### src/verilog/pfc_pkg.sv
// pfc_pkg: flag layout, operation codes and carriers for the flags register block
// assumes: included before the flags unit and its index stepper
`default_nettype none
package pfc_pkg;
  // flag bit positions
  localparam int CARRY_POS      = 0;
  localparam int PARITY_POS     = 2;
  localparam int AUX_POS        = 4;
  localparam int ZERO_POS       = 6;
  localparam int SIGN_POS       = 7;
  localparam int TRAP_POS       = 8;
  localparam int INTEN_POS      = 9;
  localparam int DIR_POS        = 10;
  localparam int OVF_POS        = 11;
  localparam int IO_PRIVILEGE_LEVEL_LO_POS    = 12;
  localparam int IO_PRIVILEGE_LEVEL_HI_POS    = 13;
  localparam int RESUME_POS     = 16;
  localparam int V86_POS        = 17;
  localparam int ALIGN_POS      = 18;
  localparam int FEATQ_POS      = 21;
  localparam int FEATURE_LS_POS = 0;
  // reset value: bit 1 always reads one
  localparam logic [31:0] FLAGS_RESET = 32'h0000_0002;
  localparam logic [31:0] FIXED_ONES  = 32'h0000_0002;
  // write masks
  localparam logic [31:0] POP_BASE_MASK = 32'h0000_0dd5;
  localparam logic [31:0] POP_IO_PRIVILEGE_LEVEL_MASK = 32'h0000_3000;
  localparam logic [31:0] POP_IE_MASK   = 32'h0000_0200;
  localparam logic [31:0] POP32_XMASK   = 32'h0024_0000;
  localparam logic [31:0] PUSH_CLR_MASK = 32'h0003_0000;
  localparam logic [7:0]  BYTE_MASK     = 8'hd5;
  localparam logic [1:0]  PRIV_KERNEL   = 2'h0;

  typedef enum logic [3:0] {
    PFC_NOP = 4'h0, PFC_SET_CARRY = 4'h1, PFC_CLR_CARRY = 4'h2, PFC_INV_CARRY = 4'h3,
    PFC_SET_DIR = 4'h4, PFC_CLR_DIR = 4'h5, PFC_SET_IE = 4'h6, PFC_CLR_IE = 4'h7,
    PFC_LOAD_BYTE = 4'h8, PFC_STORE_BYTE = 4'h9, PFC_PUSH16 = 4'ha, PFC_PUSH32 = 4'hb,
    PFC_POP16 = 4'hc, PFC_POP32 = 4'hd, PFC_STEP = 4'he
  } pfc_op_t;

  typedef struct packed {
    pfc_op_t     op;
    logic [63:0] popData;
    logic [7:0]  accHigh;
    logic [2:0]  stepSize;
  } pfc_req_t;

  typedef struct packed {
    logic [1:0] currentPrivilegeLevel;
    logic       longMode;
    logic       featureLoadStore;
    logic       v86Mode;
  } pfc_mode_t;
endpackage
`default_nettype wire

### src/verilog/pfc_index_step.sv
// pfc_index_step: string source/destination index stepper
// assumes: step pulse from the flags unit, direction from the current flag state
`timescale 1ns/100ps
`default_nettype none
module pfc_index_step import pfc_pkg::*; #(
  parameter int WIDTH = 64
) (
  // clock and reset
  input  wire logic             clk,
  input  wire logic             rst,
  // control
  input  wire logic             step,
  input  wire logic             directionFlag,
  input  wire logic [2:0]       stepSize,
  input  wire logic             loadIdx,
  input  wire logic [WIDTH-1:0] loadSource,
  input  wire logic [WIDTH-1:0] loadDest,
  // indices
  output logic      [WIDTH-1:0] stringSourceIndex,
  output logic      [WIDTH-1:0] stringDestinationIndex
);
  logic [WIDTH-1:0] delta;
  assign delta = WIDTH'(stepSize);

  always_ff @(posedge clk) begin
    if (rst) begin
      stringSourceIndex      <= '0;
      stringDestinationIndex <= '0;
    end else if (loadIdx) begin
      stringSourceIndex      <= loadSource;
      stringDestinationIndex <= loadDest;
    end else if (step) begin
      // up when clear, down when set
      stringSourceIndex      <= directionFlag ? stringSourceIndex - delta : stringSourceIndex + delta;
      stringDestinationIndex <= directionFlag ? stringDestinationIndex - delta : stringDestinationIndex + delta;
    end
  end

  property p_step_dir;
    @(posedge clk) disable iff (rst)
    (step && !loadIdx) |=> stringSourceIndex ==
      ($past(directionFlag) ? $past(stringSourceIndex) - $past(delta) : $past(stringSourceIndex) + $past(delta));
  endproperty
  a_step_dir: assert property (p_step_dir) else $error("index step direction wrong");
endmodule // pfc_index_step
`default_nettype wire

### src/verilog/pfc_flags_unit.sv
// pfc_flags_unit: processor flags register with flag control, byte transfer, push and pop
// assumes: one request per valid cycle, mode inputs stable, same clock as the core
//
// Function
// - set, clear and invert operations on the carry flag.
// - set and clear operations on the direction flag only.
// - string indices increment when direction clear, decrement when set.
// - byte load puts sign, zero, aux, parity, carry at 7,6,4,2,0.
// - byte load bits 5, 3, 1 are undefined; do not check.
// - byte store copies bits 7,6,4,2,0 into the five status flags.
// - 16-bit push writes only the lower flags word.
// - 32-bit push writes all flags with resume and virtual-8086 zero.
// - 16-bit pop always updates bits 11,10,8,7,6,4,2,0.
// - pop updates io privilege field only at current privilege zero.
// - pop updates interrupt enable only when io privilege >= current privilege.
// - 32-bit pop also updates alignment check and feature query bits.
// - direct set and clear of interrupt enable, gated by mode and privilege.
// - interrupt enable one services the request pin, zero masks it.
// - long mode byte load/store only when feature bit 0 is one.
// - long mode wide push writes full 64 bits, resume and v86 zero.
// - long mode wide pop loads low 32 under masks, zeroes upper.
`timescale 1ns/100ps
`default_nettype none
module pfc_flags_unit import pfc_pkg::*; #(
  parameter int IDX_WIDTH = 64
) (
  // clock and reset
  input  wire logic                 clk,
  input  wire logic                 rst,
  // request
  input  wire logic                 reqValid,
  input  wire pfc_req_t             req,
  input  wire pfc_mode_t            mode,
  // index preload
  input  wire logic                 loadIdx,
  input  wire logic [IDX_WIDTH-1:0] loadSource,
  input  wire logic [IDX_WIDTH-1:0] loadDest,
  // interrupt pin
  input  wire logic                 hardwareInterruptRequestPin,
  // results
  output logic                      done,
  output logic                      fault,
  output logic [7:0]                accumulatorHighByte,
  output logic                      pushValid,
  output logic [63:0]               pushData,
  output logic [31:0]               processorFlags,
  output logic                      interruptService,
  output logic [IDX_WIDTH-1:0]      stringSourceIndex,
  output logic [IDX_WIDTH-1:0]      stringDestinationIndex
);
  logic [31:0] next_flags;
  logic        opFault;
  logic        irqMeta;
  logic        irqSync;
  logic        ieAllowed;
  logic [1:0]  io_privilege_level;
  logic [31:0] popMask;
  logic [31:0] popWord;

  // io privilege field of a flags word
  function automatic logic [1:0] ioplOf(input logic [31:0] f);
    ioplOf = f[IO_PRIVILEGE_LEVEL_HI_POS:IO_PRIVILEGE_LEVEL_LO_POS];
  endfunction

  assign io_privilege_level = ioplOf(processorFlags);
  // direct interrupt-enable writes need enough io privilege, never in v86 here
  assign ieAllowed = !mode.v86Mode && (io_privilege_level >= mode.currentPrivilegeLevel);

  // pop write mask
  always_comb begin
    popMask = POP_BASE_MASK;
    if (mode.currentPrivilegeLevel == PRIV_KERNEL) begin
      popMask = popMask | POP_IO_PRIVILEGE_LEVEL_MASK;
    end
    if (io_privilege_level >= mode.currentPrivilegeLevel) begin
      popMask = popMask | POP_IE_MASK;
    end
    if (req.op == PFC_POP32) begin
      popMask = popMask | POP32_XMASK;
    end
    // 16-bit pop sees only the low word; wide pop takes low 32 bits
    popWord = (req.op == PFC_POP16) ? {16'h0000, req.popData[15:0]} : req.popData[31:0];
  end

  // all changes merge into one next value, written on one edge
  always_comb begin
    next_flags = processorFlags;
    opFault    = 1'b0;
    case (req.op)
      PFC_SET_CARRY:  next_flags[CARRY_POS] = 1'b1;
      PFC_CLR_CARRY:  next_flags[CARRY_POS] = 1'b0;
      PFC_INV_CARRY:  next_flags[CARRY_POS] = ~processorFlags[CARRY_POS];
      PFC_SET_DIR:    next_flags[DIR_POS] = 1'b1;
      PFC_CLR_DIR:    next_flags[DIR_POS] = 1'b0;
      PFC_SET_IE, PFC_CLR_IE: begin
        if (ieAllowed) begin
          next_flags[INTEN_POS] = (req.op == PFC_SET_IE);
        end else begin
          opFault = 1'b1;
        end
      end
      PFC_LOAD_BYTE: begin
        opFault = mode.longMode && !mode.featureLoadStore;
      end
      PFC_STORE_BYTE: begin
        if (mode.longMode && !mode.featureLoadStore) begin
          opFault = 1'b1;
        end else begin
          next_flags[7:0] = (processorFlags[7:0] & ~BYTE_MASK) | (req.accHigh & BYTE_MASK);
        end
      end
      PFC_POP16, PFC_POP32: begin
        next_flags = (processorFlags & ~popMask) | (popWord & popMask) | FIXED_ONES;
      end
      default: next_flags = processorFlags;
    endcase
  end

  always_ff @(posedge clk) begin
    if (rst) begin
      processorFlags <= FLAGS_RESET;
    end else if (reqValid) begin
      processorFlags <= next_flags;
    end
  end

  always_ff @(posedge clk) begin
    if (rst) begin
      done  <= 1'b0;
      fault <= 1'b0;
    end else begin
      done  <= reqValid;
      fault <= reqValid && opFault;
    end
  end

  // undefined bits 5, 3, 1 driven zero here
  always_ff @(posedge clk) begin
    if (rst) begin
      accumulatorHighByte <= 8'h00;
    end else if (reqValid && req.op == PFC_LOAD_BYTE && !opFault) begin
      accumulatorHighByte <= processorFlags[7:0] & BYTE_MASK;
    end
  end

  always_ff @(posedge clk) begin
    if (rst) begin
      pushValid <= 1'b0;
      pushData  <= 64'h0;
    end else begin
      pushValid <= reqValid && (req.op == PFC_PUSH16 || req.op == PFC_PUSH32);
      if (reqValid && req.op == PFC_PUSH16) begin
        pushData <= {48'h0, processorFlags[15:0]};
      end else if (reqValid && req.op == PFC_PUSH32) begin
        // upper word zero: flags above 31 do not exist
        pushData <= {32'h0, processorFlags & ~PUSH_CLR_MASK};
      end
    end
  end

  // request pin is asynchronous: two flops before use
  always_ff @(posedge clk) begin
    if (rst) begin
      irqMeta <= 1'b0;
      irqSync <= 1'b0;
    end else begin
      irqMeta <= hardwareInterruptRequestPin;
      irqSync <= irqMeta;
    end
  end

  always_ff @(posedge clk) begin
    if (rst) begin
      interruptService <= 1'b0;
    end else begin
      interruptService <= irqSync && processorFlags[INTEN_POS];
    end
  end

  pfc_index_step #(
    .WIDTH(IDX_WIDTH)
  ) u_step (
    .clk                   (clk),
    .rst                   (rst),
    .step                  (reqValid && req.op == PFC_STEP),
    .directionFlag         (processorFlags[DIR_POS]),
    .stepSize              (req.stepSize),
    .loadIdx               (loadIdx),
    .loadSource            (loadSource),
    .loadDest              (loadDest),
    .stringSourceIndex     (stringSourceIndex),
    .stringDestinationIndex(stringDestinationIndex)
  );

  property p_carry_inv;
    @(posedge clk) disable iff (rst)
    (reqValid && req.op == PFC_INV_CARRY) |=> processorFlags[CARRY_POS] != $past(processorFlags[CARRY_POS]);
  endproperty
  a_carry_inv: assert property (p_carry_inv) else $error("carry not inverted");

  property p_dir_only;
    @(posedge clk) disable iff (rst)
    (reqValid && req.op == PFC_SET_DIR) |=>
      processorFlags[DIR_POS] && ((processorFlags ^ $past(processorFlags)) & ~32'h0000_0400) == 32'h0;
  endproperty
  a_dir_only: assert property (p_dir_only) else $error("direction set disturbed other flags");

  property p_load_byte;
    @(posedge clk) disable iff (rst)
    (reqValid && req.op == PFC_LOAD_BYTE && !mode.longMode) |=>
      (accumulatorHighByte & BYTE_MASK) == ($past(processorFlags[7:0]) & BYTE_MASK) && $stable(processorFlags);
  endproperty
  a_load_byte: assert property (p_load_byte) else $error("byte load mismatch");

  property p_store_byte;
    @(posedge clk) disable iff (rst)
    (reqValid && req.op == PFC_STORE_BYTE && !mode.longMode) |=>
      (processorFlags[7:0] & BYTE_MASK) == ($past(req.accHigh) & BYTE_MASK);
  endproperty
  a_store_byte: assert property (p_store_byte) else $error("byte store mismatch");

  property p_push16;
    @(posedge clk) disable iff (rst)
    (reqValid && req.op == PFC_PUSH16) |=> pushValid && pushData == {48'h0, $past(processorFlags[15:0])};
  endproperty
  a_push16: assert property (p_push16) else $error("16-bit push wrong");

  property p_push32;
    @(posedge clk) disable iff (rst)
    (reqValid && req.op == PFC_PUSH32) |=> pushValid && !pushData[RESUME_POS] && !pushData[V86_POS]
      && pushData[15:0] == $past(processorFlags[15:0]);
  endproperty
  a_push32: assert property (p_push32) else $error("32-bit push wrong");

  property p_pop_base;
    @(posedge clk) disable iff (rst)
    (reqValid && req.op == PFC_POP16) |=>
      (processorFlags & POP_BASE_MASK) == ($past(req.popData[31:0]) & POP_BASE_MASK);
  endproperty
  a_pop_base: assert property (p_pop_base) else $error("pop base bits wrong");

  property p_pop_io_privilege_level;
    @(posedge clk) disable iff (rst)
    (reqValid && (req.op == PFC_POP16 || req.op == PFC_POP32) && mode.currentPrivilegeLevel != PRIV_KERNEL)
      |=> $stable(processorFlags[IO_PRIVILEGE_LEVEL_HI_POS:IO_PRIVILEGE_LEVEL_LO_POS]);
  endproperty
  a_pop_io_privilege_level: assert property (p_pop_io_privilege_level) else $error("io privilege changed without kernel");

  property p_pop_ie;
    @(posedge clk) disable iff (rst)
    (reqValid && (req.op == PFC_POP16 || req.op == PFC_POP32) && io_privilege_level < mode.currentPrivilegeLevel)
      |=> $stable(processorFlags[INTEN_POS]);
  endproperty
  a_pop_ie: assert property (p_pop_ie) else $error("interrupt enable changed without privilege");

  property p_pop32_ext;
    @(posedge clk) disable iff (rst)
    (reqValid && req.op == PFC_POP32) |=> processorFlags[ALIGN_POS] == $past(req.popData[ALIGN_POS])
      && processorFlags[FEATQ_POS] == $past(req.popData[FEATQ_POS]);
  endproperty
  a_pop32_ext: assert property (p_pop32_ext) else $error("wide pop missed extra bits");

  property p_irq_mask;
    @(posedge clk) disable iff (rst)
    !processorFlags[INTEN_POS] |=> !interruptService;
  endproperty
  a_irq_mask: assert property (p_irq_mask) else $error("interrupt serviced while masked");

  property p_ls_fault;
    @(posedge clk) disable iff (rst)
    (reqValid && (req.op == PFC_STORE_BYTE || req.op == PFC_LOAD_BYTE) && mode.longMode && !mode.featureLoadStore)
      |=> fault && $stable(processorFlags);
  endproperty
  a_ls_fault: assert property (p_ls_fault) else $error("unsupported byte transfer not refused");

  property p_carry_set;
    @(posedge clk) disable iff (rst)
    (reqValid && req.op == PFC_SET_CARRY) |=> processorFlags[CARRY_POS];
  endproperty
  a_carry_set: assert property (p_carry_set) else $error("carry not set");

  property p_dir_clr;
    @(posedge clk) disable iff (rst)
    (reqValid && req.op == PFC_CLR_DIR) |=>
      !processorFlags[DIR_POS] && ((processorFlags ^ $past(processorFlags)) & ~(32'h1 << DIR_POS)) == 32'h0;
  endproperty
  a_dir_clr: assert property (p_dir_clr) else $error("direction clear disturbed other flags");

  property p_ie_set;
    @(posedge clk) disable iff (rst)
    (reqValid && req.op == PFC_SET_IE && ieAllowed) |=> processorFlags[INTEN_POS] && !fault;
  endproperty
  a_ie_set: assert property (p_ie_set) else $error("interrupt enable not set");

  property p_ie_refuse;
    @(posedge clk) disable iff (rst)
    (reqValid && (req.op == PFC_SET_IE || req.op == PFC_CLR_IE) && !ieAllowed) |=> fault && $stable(processorFlags);
  endproperty
  a_ie_refuse: assert property (p_ie_refuse) else $error("direct interrupt enable write not refused");

  property p_irq_service;
    @(posedge clk) disable iff (rst)
    (irqSync && processorFlags[INTEN_POS]) |=> interruptService;
  endproperty
  a_irq_service: assert property (p_irq_service) else $error("enabled request not serviced");

  property p_pop_io_privilege_level_set;
    @(posedge clk) disable iff (rst)
    (reqValid && (req.op == PFC_POP16 || req.op == PFC_POP32) && mode.currentPrivilegeLevel == PRIV_KERNEL)
      |=> processorFlags[IO_PRIVILEGE_LEVEL_HI_POS:IO_PRIVILEGE_LEVEL_LO_POS] == $past(req.popData[IO_PRIVILEGE_LEVEL_HI_POS:IO_PRIVILEGE_LEVEL_LO_POS]);
  endproperty
  a_pop_io_privilege_level_set: assert property (p_pop_io_privilege_level_set) else $error("kernel pop missed io privilege");

  property p_pop_ie_set;
    @(posedge clk) disable iff (rst)
    (reqValid && (req.op == PFC_POP16 || req.op == PFC_POP32) && io_privilege_level >= mode.currentPrivilegeLevel)
      |=> processorFlags[INTEN_POS] == $past(req.popData[INTEN_POS]);
  endproperty
  a_pop_ie_set: assert property (p_pop_ie_set) else $error("privileged pop missed interrupt enable");

  property p_pop16_upper;
    @(posedge clk) disable iff (rst)
    (reqValid && req.op == PFC_POP16) |=> processorFlags[31:16] == $past(processorFlags[31:16]);
  endproperty
  a_pop16_upper: assert property (p_pop16_upper) else $error("16-bit pop touched upper flags");

  property p_push32_full;
    @(posedge clk) disable iff (rst)
    (reqValid && req.op == PFC_PUSH32) |=>
      pushData[63:32] == 32'h0 && pushData[31:ALIGN_POS] == $past(processorFlags[31:ALIGN_POS]);
  endproperty
  a_push32_full: assert property (p_push32_full) else $error("wide push upper image wrong");

  property p_flags_hold;
    @(posedge clk) disable iff (rst)
    !reqValid |=> $stable(processorFlags);
  endproperty
  a_flags_hold: assert property (p_flags_hold) else $error("flags changed without request");

  property p_done;
    @(posedge clk) disable iff (rst)
    reqValid |=> done;
  endproperty
  a_done: assert property (p_done) else $error("request not answered");

  property p_pulse_end;
    @(posedge clk) disable iff (rst)
    !reqValid |=> !done && !fault && !pushValid;
  endproperty
  a_pulse_end: assert property (p_pulse_end) else $error("answer pulse outlived its request");

  property p_store_upper;
    @(posedge clk) disable iff (rst)
    (reqValid && req.op == PFC_STORE_BYTE) |=> processorFlags[31:8] == $past(processorFlags[31:8]);
  endproperty
  a_store_upper: assert property (p_store_upper) else $error("byte store touched upper flags");
endmodule // pfc_flags_unit
`default_nettype wire

### config.mk
export PLATFORM = sky130hd
export DESIGN_NAME = pfc_flags_unit
export DESIGN_NICKNAME = d
export VERILOG_FILES = /design/src/verilog/pfc_pkg.sv /design/src/verilog/pfc_index_step.sv /design/src/verilog/pfc_flags_unit.sv
export SDC_FILE = /design/constraint.sdc
export NUM_CORES = 1
export LEC_CHECK = 0
export BUFFER_PORTS_ARGS = -buffer_cell sky130_fd_sc_hd__buf_2
export CORE_MARGIN = 5
export CORE_UTILIZATION = 30
export DETAILED_ROUTE_END_ITERATION = 10
export PLACE_DENSITY_LB_ADDON = 0.08
export SLEW_MARGIN = 20
export SYNTH_ARGS = -nofsm -noshare
export SYNTH_HDL_FRONTEND = slang
export SYNTH_SLANG_ARGS = --single-unit
### constraint.sdc
create_clock -name clk -period 8.2 [get_ports clk]
set_input_delay 1.64 -clock clk [delete_from_list [all_inputs] [get_ports clk]]
set_output_delay 1.64 -clock clk [all_outputs]
set_load 0.01 [all_outputs]
==> flow_summary.toml, run 1 <==
[run_status]
result_of_the_run = "finished clean"

[pwr]
p_sw_frac = 0.374
cell_internal_pwr_uw = 1660
power_frac_seq = 0.342
p_switching_uw = 991
cellPowerDensity_nw_per_um2 = 147
clockPowerShare = 0.336
power.leakage_uw = 0.00878
combinational_power_share = 0.322
vdd_drop_max_mv = 0.151

[final_layout]
syn2layout_area_growth_pct = 14.9
nFillCells = 5577
multi_input_area_sq_um = 11300
utilization = 0.349
sequential_cell_area_sq_um = 3340
finalNonFillerCells = 3032
mostFrequentLayoutCells = "325 x sky130_fd_sc_hd__buf_2, 312 x sky130_fd_sc_hd__a21oi_1, 240 x sky130_fd_sc_hd__nand2_1, 167 x sky130_fd_sc_hd__dfxtp_1, 153 x sky130_fd_sc_hd__nor2_1"
final_layout_size_suffix_gt1_frac = 0.172
final_net_count = 2699
mostFrequentLayoutCell = "sky130_fd_sc_hd__buf_2"

[sta]
period_minus_slack_ps = 6380
worst_hold_slack_ps = 436
achievable-frequency_mhz = 157
maxSlewViolCount = 0
setup_viol = 0
finalWorstSetupSlack_ps = 1820
finalHoldViolCount = 0
unrepaired_setup_endpoints_after_global_routing = "false"
finClkSkew_ps = 17.6
worst-slew-pin-transition_ps = 1070
maxSlewHeadroom = 0.288
period_share = 0.779
fin_tns_setup_ps = 0

[worst_setup_path]
startpoint_type = "primary input"
worstPathBufferInverterCount = 3
worst_path_dominant_cell_family = "simple AND/OR/NAND/NOR gates"
crit_path_cell_trace = "buf_2 > inv_1 > ha_1 > ha_1 > or2_2 > buf_4 > ha_1 > nand4_1 > nor3_1 > nand4_1 > or4_1 > a21oi_1 > o21ai_1 > a31oi_1 > a21oi_1 > and2_1 > o21ai_0 > a31oi_1"
critical_path.max_stage_delay_ps = 810
timing_worst_setup_path_type = "primary input to flip-flop"
ff2ff_setup_slack_ps = 2860
cell_type_with_the_highest_occurrence_count_on_the_critical_path = "sky130_fd_sc_hd__ha_1"
critPathSlowestCell = "sky130_fd_sc_hd__or2_2"
worstSetupEndpointType = "flip-flop"
worstPathArrival_ps = 6730
worstPathMaxFanout = 34
cp_data_required_time_ps = 8550

[cts]
cts_buffers = 17
tritoncts = "done"
cts_sinks = 167
cts_setup_buffers = 0
cts_buffer_depth = 2
clk_pin_slew_ps = 80
holdBufCountCts = 0
clkLatencyLatePin_ps = 500
htree_levels = 4
cts-root-buf = "sky130_fd_sc_hd__clkbuf_16"
ctsResizeCount = 0

[placed_design]
dp.final_hpwl_mm = 45.3
placedCellCount = 2999
place.port_buffers = 327
gp_congestion = 0.867
place_worst_setup_slack_ps = 1350

[routing]
wl_met1_mm = 27.7
met3WireLength_mm = 2.55
route.top_layer_used = "met4"
firstDrtPassIters = 5
drt_iter0_markers = 1000
routed_wl_mm = 59.4
drcViolationCount = 0
postRouteAntennaNets = 0
detailroute.via_count = 16100
via_per_inst = 5.31
route.detailed.wl_per_inst_um = 19.6
met2_length_mm = 28.1

[global_routing]
gr-usage-all-layers = 0.200
global_route.overflow_total = 0
initial_antenna_violation_count = 3
grt_first_pass_wirelength_mm = 90.7
grt_start_max_net_pins = 71
grt_pass1_vias = 15700

[synth]
yosys_register_bits = 167
postSynth.asyncResetShare = 0
synth_flop_cell = "sky130_fd_sc_hd__dfxtp_1"
yosys_warnings = 0
post_synth.cell_area_avg_sq_um = 7.44
synth.distinct_cells = 90
synth_sequential_area_ratio = 0.213
synthCells = 2110
post_synth_instance_area_sq_um = 15700
synth_enable_flop_cells = 0

[worst_hold_path]
hold_path_class = "flip-flop to flip-flop"

[floorplan]
die_height_um = 239
start_util = 0.304
placement_rows = 83
pin_count = 453
floorplan.die.width_um = 239
core_area_sq_um = 51600
die-area_sq_um = 57000

[flow_run]
timing.max_cap.violations = 0
-- worst register-to-register path, stage by stage (launching register included) --
cell	delay, ps
sky130_fd_sc_hd__dfxtp_1	330
sky130_fd_sc_hd__buf_4	230
sky130_fd_sc_hd__or2_2	870
sky130_fd_sc_hd__buf_4	560
sky130_fd_sc_hd__ha_1	340
sky130_fd_sc_hd__nand4_1	270
sky130_fd_sc_hd__nor3_1	270
sky130_fd_sc_hd__nand4_1	170
sky130_fd_sc_hd__or4_1	530
sky130_fd_sc_hd__a21oi_1	340
sky130_fd_sc_hd__o21ai_1	140
sky130_fd_sc_hd__a31oi_1	420
sky130_fd_sc_hd__a21oi_1	220
sky130_fd_sc_hd__and2_1	200
sky130_fd_sc_hd__o21ai_0	190
sky130_fd_sc_hd__a31oi_1	110
-- state kept, by name, indices dropped and copies added, names as in the netlist, named ones only --
| register | count |
|---|---|
| irqMeta | 1 |
| done | 1 |
| u_step.stringDestinationIndex | 64 |
| pushData | 14 |
| pushValid | 1 |
| accumulatorHighByte | 5 |
| processorFlags | 9 |
| fault | 1 |
| irqSync | 1 |
| u_step.stringSourceIndex | 64 |
| interruptService | 1 |
-- final cells by class --
type	count	share of cell area
Antenna cell	1	0.000139
Clock buffer	19	0.0240
Clock inverter	13	0.00937
Inverter	46	0.00971
Multi-Input combinational cell	1766	0.628
Sequential cell	167	0.185
Tap cell	680	0.0472
Timing Repair Buffer	340	0.0964
-- power by group through the flow --
stage	combinational, uW	clock [uW]	sequential [uW]
floorplan	607	0	928
global placement	850	0	924
detailed placement	849	0	925
CTS	854	930	906
global route	949	951	912
finish	854	891	906
-- synth_stat cells, types with 14 or more instances --
master / number / area share
sky130_fd_sc_hd__nand4_1: 42 / 0.017
sky130_fd_sc_hd__and2_1: 16 / 0.0064
sky130_fd_sc_hd__o21bai_1: 25 / 0.012
sky130_fd_sc_hd__clkbuf_1: 109 / 0.026
sky130_fd_sc_hd__o211a_1: 45 / 0.029
sky130_fd_sc_hd__a21oi_1: 312 / 0.10
sky130_fd_sc_hd__o211ai_1: 20 / 0.0096
sky130_fd_sc_hd__nor2_1: 153 / 0.037
sky130_fd_sc_hd__nand2b_1: 14 / 0.0056
sky130_fd_sc_hd__inv_1: 45 / 0.011
sky130_fd_sc_hd__o21ai_0: 142 / 0.045
sky130_fd_sc_hd__nand2_1: 240 / 0.057
sky130_fd_sc_hd__and3_1: 20 / 0.0080
sky130_fd_sc_hd__ha_1: 144 / 0.11
sky130_fd_sc_hd__dfxtp_1: 167 / 0.21
sky130_fd_sc_hd__xnor2_1: 63 / 0.035
sky130_fd_sc_hd__nand3_1: 33 / 0.011
sky130_fd_sc_hd__a21o_1: 89 / 0.043
sky130_fd_sc_hd__buf_4: 75 / 0.036
sky130_fd_sc_hd__nor3_1: 35 / 0.011
sky130_fd_sc_hd__o21a_1: 17 / 0.0081
sky130_fd_sc_hd__xor2_1: 53 / 0.030
sky130_fd_sc_hd__mux2i_1: 26 / 0.017
sky130_fd_sc_hd__a31oi_1: 23 / 0.0092
sky130_fd_sc_hd__a211oi_1: 19 / 0.0091
-- layer usage --
layer,up-vias,GRT usage
met4,0,0.0485
met5,-,0
met1,7627,0.272
li1,8042,-
met3,44,0.0343
met2,392,0.329
-- path summary, 6_finish.rpt --
| path | start | cells past startpoint | to |
|---|---|---|---|
| setup / recovery | req[0] | 18 | u_step.stringDestinationIndex[62] |
| hold / removal | irqMeta | 1 | irqSync |
| setup reg to reg | processorFlags[10] | 15 | u_step.stringDestinationIndex[62] |
| hold reg to reg | irqMeta | 1 | irqSync |
-- through the flow --
stage               power, uW  cell area, sq um
floorplan                1530             16000
global placement         1770             17400
detailed placement       1770             17400
CTS                      2690             18000
global route             2810             18000
finish                   2650             18000
-- cell families (layout without fill, tap and decap cells) --
kind of cell | Yosys count | in the layout | share of synthesized area
xor+xnor | 116 | 116 | 0.0648
mux | 30 | 30 | 0.0204
buf+inv | 247 | 418 | 0.0836
simple gates | 607 | 607 | 0.177
fa+ha+maj | 146 | 146 | 0.116
other cells | 1 | 72 | 0.000239
compound gates | 796 | 796 | 0.325
flops | 167 | 167 | 0.213
Note: power is estimated with default switching activity, not from simulation.
==> inputs of run 2 (changes only) <==
clock period = 5.8 ns   (was 8.2 ns; I/O delays follow)
==> flow_summary.toml, run 2 (same netlist as run 1, synthesis figures left out) <==
[run_status]
result_of_the_run = "finished clean"

[routing]
firstDrtPassIters = 6
postRouteAntennaNets = 0
route.detailed.wl_per_inst_um = 19.7
routed_wl_mm = 60.1
detailroute.via_count = 16200
via_per_inst = 5.29
drt_iter0_markers = 905
drcViolationCount = 0

[worst_setup_path]
cp-endpoint = "u_step.stringSourceIndex[63]"
critPathSlowestCell = "sky130_fd_sc_hd__a221oi_1"
ff2ff_setup_slack_ps = 930
timing_worst_setup_path_type = "primary input to flip-flop"
critical_path.reg2reg.endpoint = "u_step.stringSourceIndex[63]"
worst_r2r_path_depth = 14
startpoint_type = "primary input"
cell_type_with_the_highest_occurrence_count_on_the_critical_path = "sky130_fd_sc_hd__ha_1"
cp_data_required_time_ps = 6190
critical_path.max_stage_delay_ps = 500
worstPathArrival_ps = 5680
startpoint = "req[0]"
worstPathMaxFanout = 23
crit_path_cell_trace = "buf_2 > inv_1 > ha_1 > ha_1 > or2_2 > buf_12 > ha_1 > a21oi_1 > o21ai_0 > nor3_1 > a21oi_4 > a31oi_1 > o211ai_1 > a221oi_1 > o21ai_1 > mux2_2 > and4_1 > o311a_1"
worstSetupEndpointType = "flip-flop"
crit-reg2reg-launch = "processorFlags[10]"

[flow_run]
timing.max_cap.violations = 0

[cts]
cts-root-buf = "sky130_fd_sc_hd__clkbuf_16"
tritoncts = "done"
holdBufCountCts = 0
ctsResizeCount = 0
clkLatencyLatePin_ps = 510
clk_pin_slew_ps = 70
cts_buffer_depth = 2
cts_sinks = 167
cts_setup_buffers = 0
htree_levels = 4
cts_buffers = 17

[pwr]
cell_internal_pwr_uw = 2270
clockPowerShare = 0.317
p_switching_uw = 1420
combinational_power_share = 0.335
vdd_drop_max_mv = 0.194
cellPowerDensity_nw_per_um2 = 202
p_sw_frac = 0.386
power_frac_seq = 0.348
power.leakage_uw = 0.00891

[worst_hold_path]
hold_path_class = "flip-flop to flip-flop"
hp-start = "irqMeta"

[sta]
maxSlewHeadroom = 0.355
period_share = 0.911
setup_viol = 0
achievable-frequency_mhz = 189
unrepaired_setup_endpoints_after_global_routing = "false"
finalHoldViolCount = 0
worst_hold_slack_ps = 444
worst-slew-pin-transition_ps = 967
finalWorstSetupSlack_ps = 515
maxSlewViolCount = 0
period_minus_slack_ps = 5280
finClkSkew_ps = 22.0
fin_tns_setup_ps = 0

[floorplan]
die-area_sq_um = 57000
pin_count = 453
start_util = 0.304
placement_rows = 83
core_area_sq_um = 51600
die_height_um = 239
floorplan.die.width_um = 239

[final_layout]
mostFrequentLayoutCells = "325 x sky130_fd_sc_hd__buf_2, 312 x sky130_fd_sc_hd__a21oi_1, 240 x sky130_fd_sc_hd__nand2_1, 167 x sky130_fd_sc_hd__dfxtp_1, 153 x sky130_fd_sc_hd__nor2_1"
multi_input_area_sq_um = 11300
nFillCells = 5607
largest_registers = "u_step.stringDestinationIndex (64), u_step.stringSourceIndex (64), pushData (14)"
syn2layout_area_growth_pct = 16.4
final_net_count = 2727
final_area_sq_um = 18300
sequential_cell_area_sq_um = 3340
mostFrequentLayoutCell = "sky130_fd_sc_hd__buf_2"
final_layout_size_suffix_gt1_frac = 0.183

[global_routing]
global_route.overflow_total = 0
grt_start_max_net_pins = 83
gr-usage-all-layers = 0.204
grt_pass1_vias = 16000
grt_first_pass_wirelength_mm = 92.6
initial_antenna_violation_count = 5

[placed_design]
place_worst_setup_slack_ps = 40.5
gp_congestion = 0.899
detailed_place.area_sq_um = 17700
dp.final_hpwl_mm = 45.8
place.port_buffers = 327
-- run 2: cell types whose count changed in the layout (fill, tap and decap cells not counted), sizes merged --
cell,previous run,this run
buf,340,368
bufinv,3,0
clkinvlp,1,3
inv,50,51
-- run 2: how the worst min path moves through the flow --
| stage | end | slack [ps] | depth (start not counted) |
|---|---|---|---|
| 2_1_floorplan | irqSync | 410 | 1 |
| 3_3_place_gp | irqSync | 420 | 1 |
| 3_5_place_dp | irqSync | 430 | 1 |
| 6_report | irqSync | 440 | 1 |
| 5_1_grt | irqSync | 470 | 1 |
| 4_1_cts | irqSync | 450 | 1 |
-- run 2: power groups by stage --
stage	logic, uW	clock network, uW	registers [uW]
floorplan	858	0	1310
global placement	1230	0	1310
detailed placement	1230	0	1310
CTS	1240	1220	1280
global route	1380	1250	1290
finish	1240	1170	1280
-- run 2: per-layer routing --
layer	part of all wire	global-route usage	wire length, um
met1	0.46	0.269	27600
met2	0.47	0.336	28100
met3	0.047	0.0434	2840
met4	0.026	0.0614	1580
met5	0.00035	0	21
-- run 2: cell type report --
type / count / share of cell area
Antenna cell: 1 / 0.000137
Clock buffer: 19 / 0.0248
Clock inverter: 13 / 0.00624
Inverter: 46 / 0.00959
Multi-Input combinational cell: 1766 / 0.620
Sequential cell: 167 / 0.183
Tap cell: 680 / 0.0466
Timing Repair Buffer: 368 / 0.109
-- run 2: through the flow --
stage	utilization	power, uW	cells
finish	0.354	3690	3060
global route	0.354	3920	3059
CTS	0.354	3740	3059
detailed placement	0.343	2540	3027
global placement	0.343	2540	3027
floorplan	-	2170	2180
-- run 2: critical path: cells and delay by family --
kind | cells | cell delay [ps]
fa+ha+maj | 3 | 740
buf+inv | 3 | 410
simple gates | 3 | 970
compound gates | 8 | 2090
mux | 1 | 320
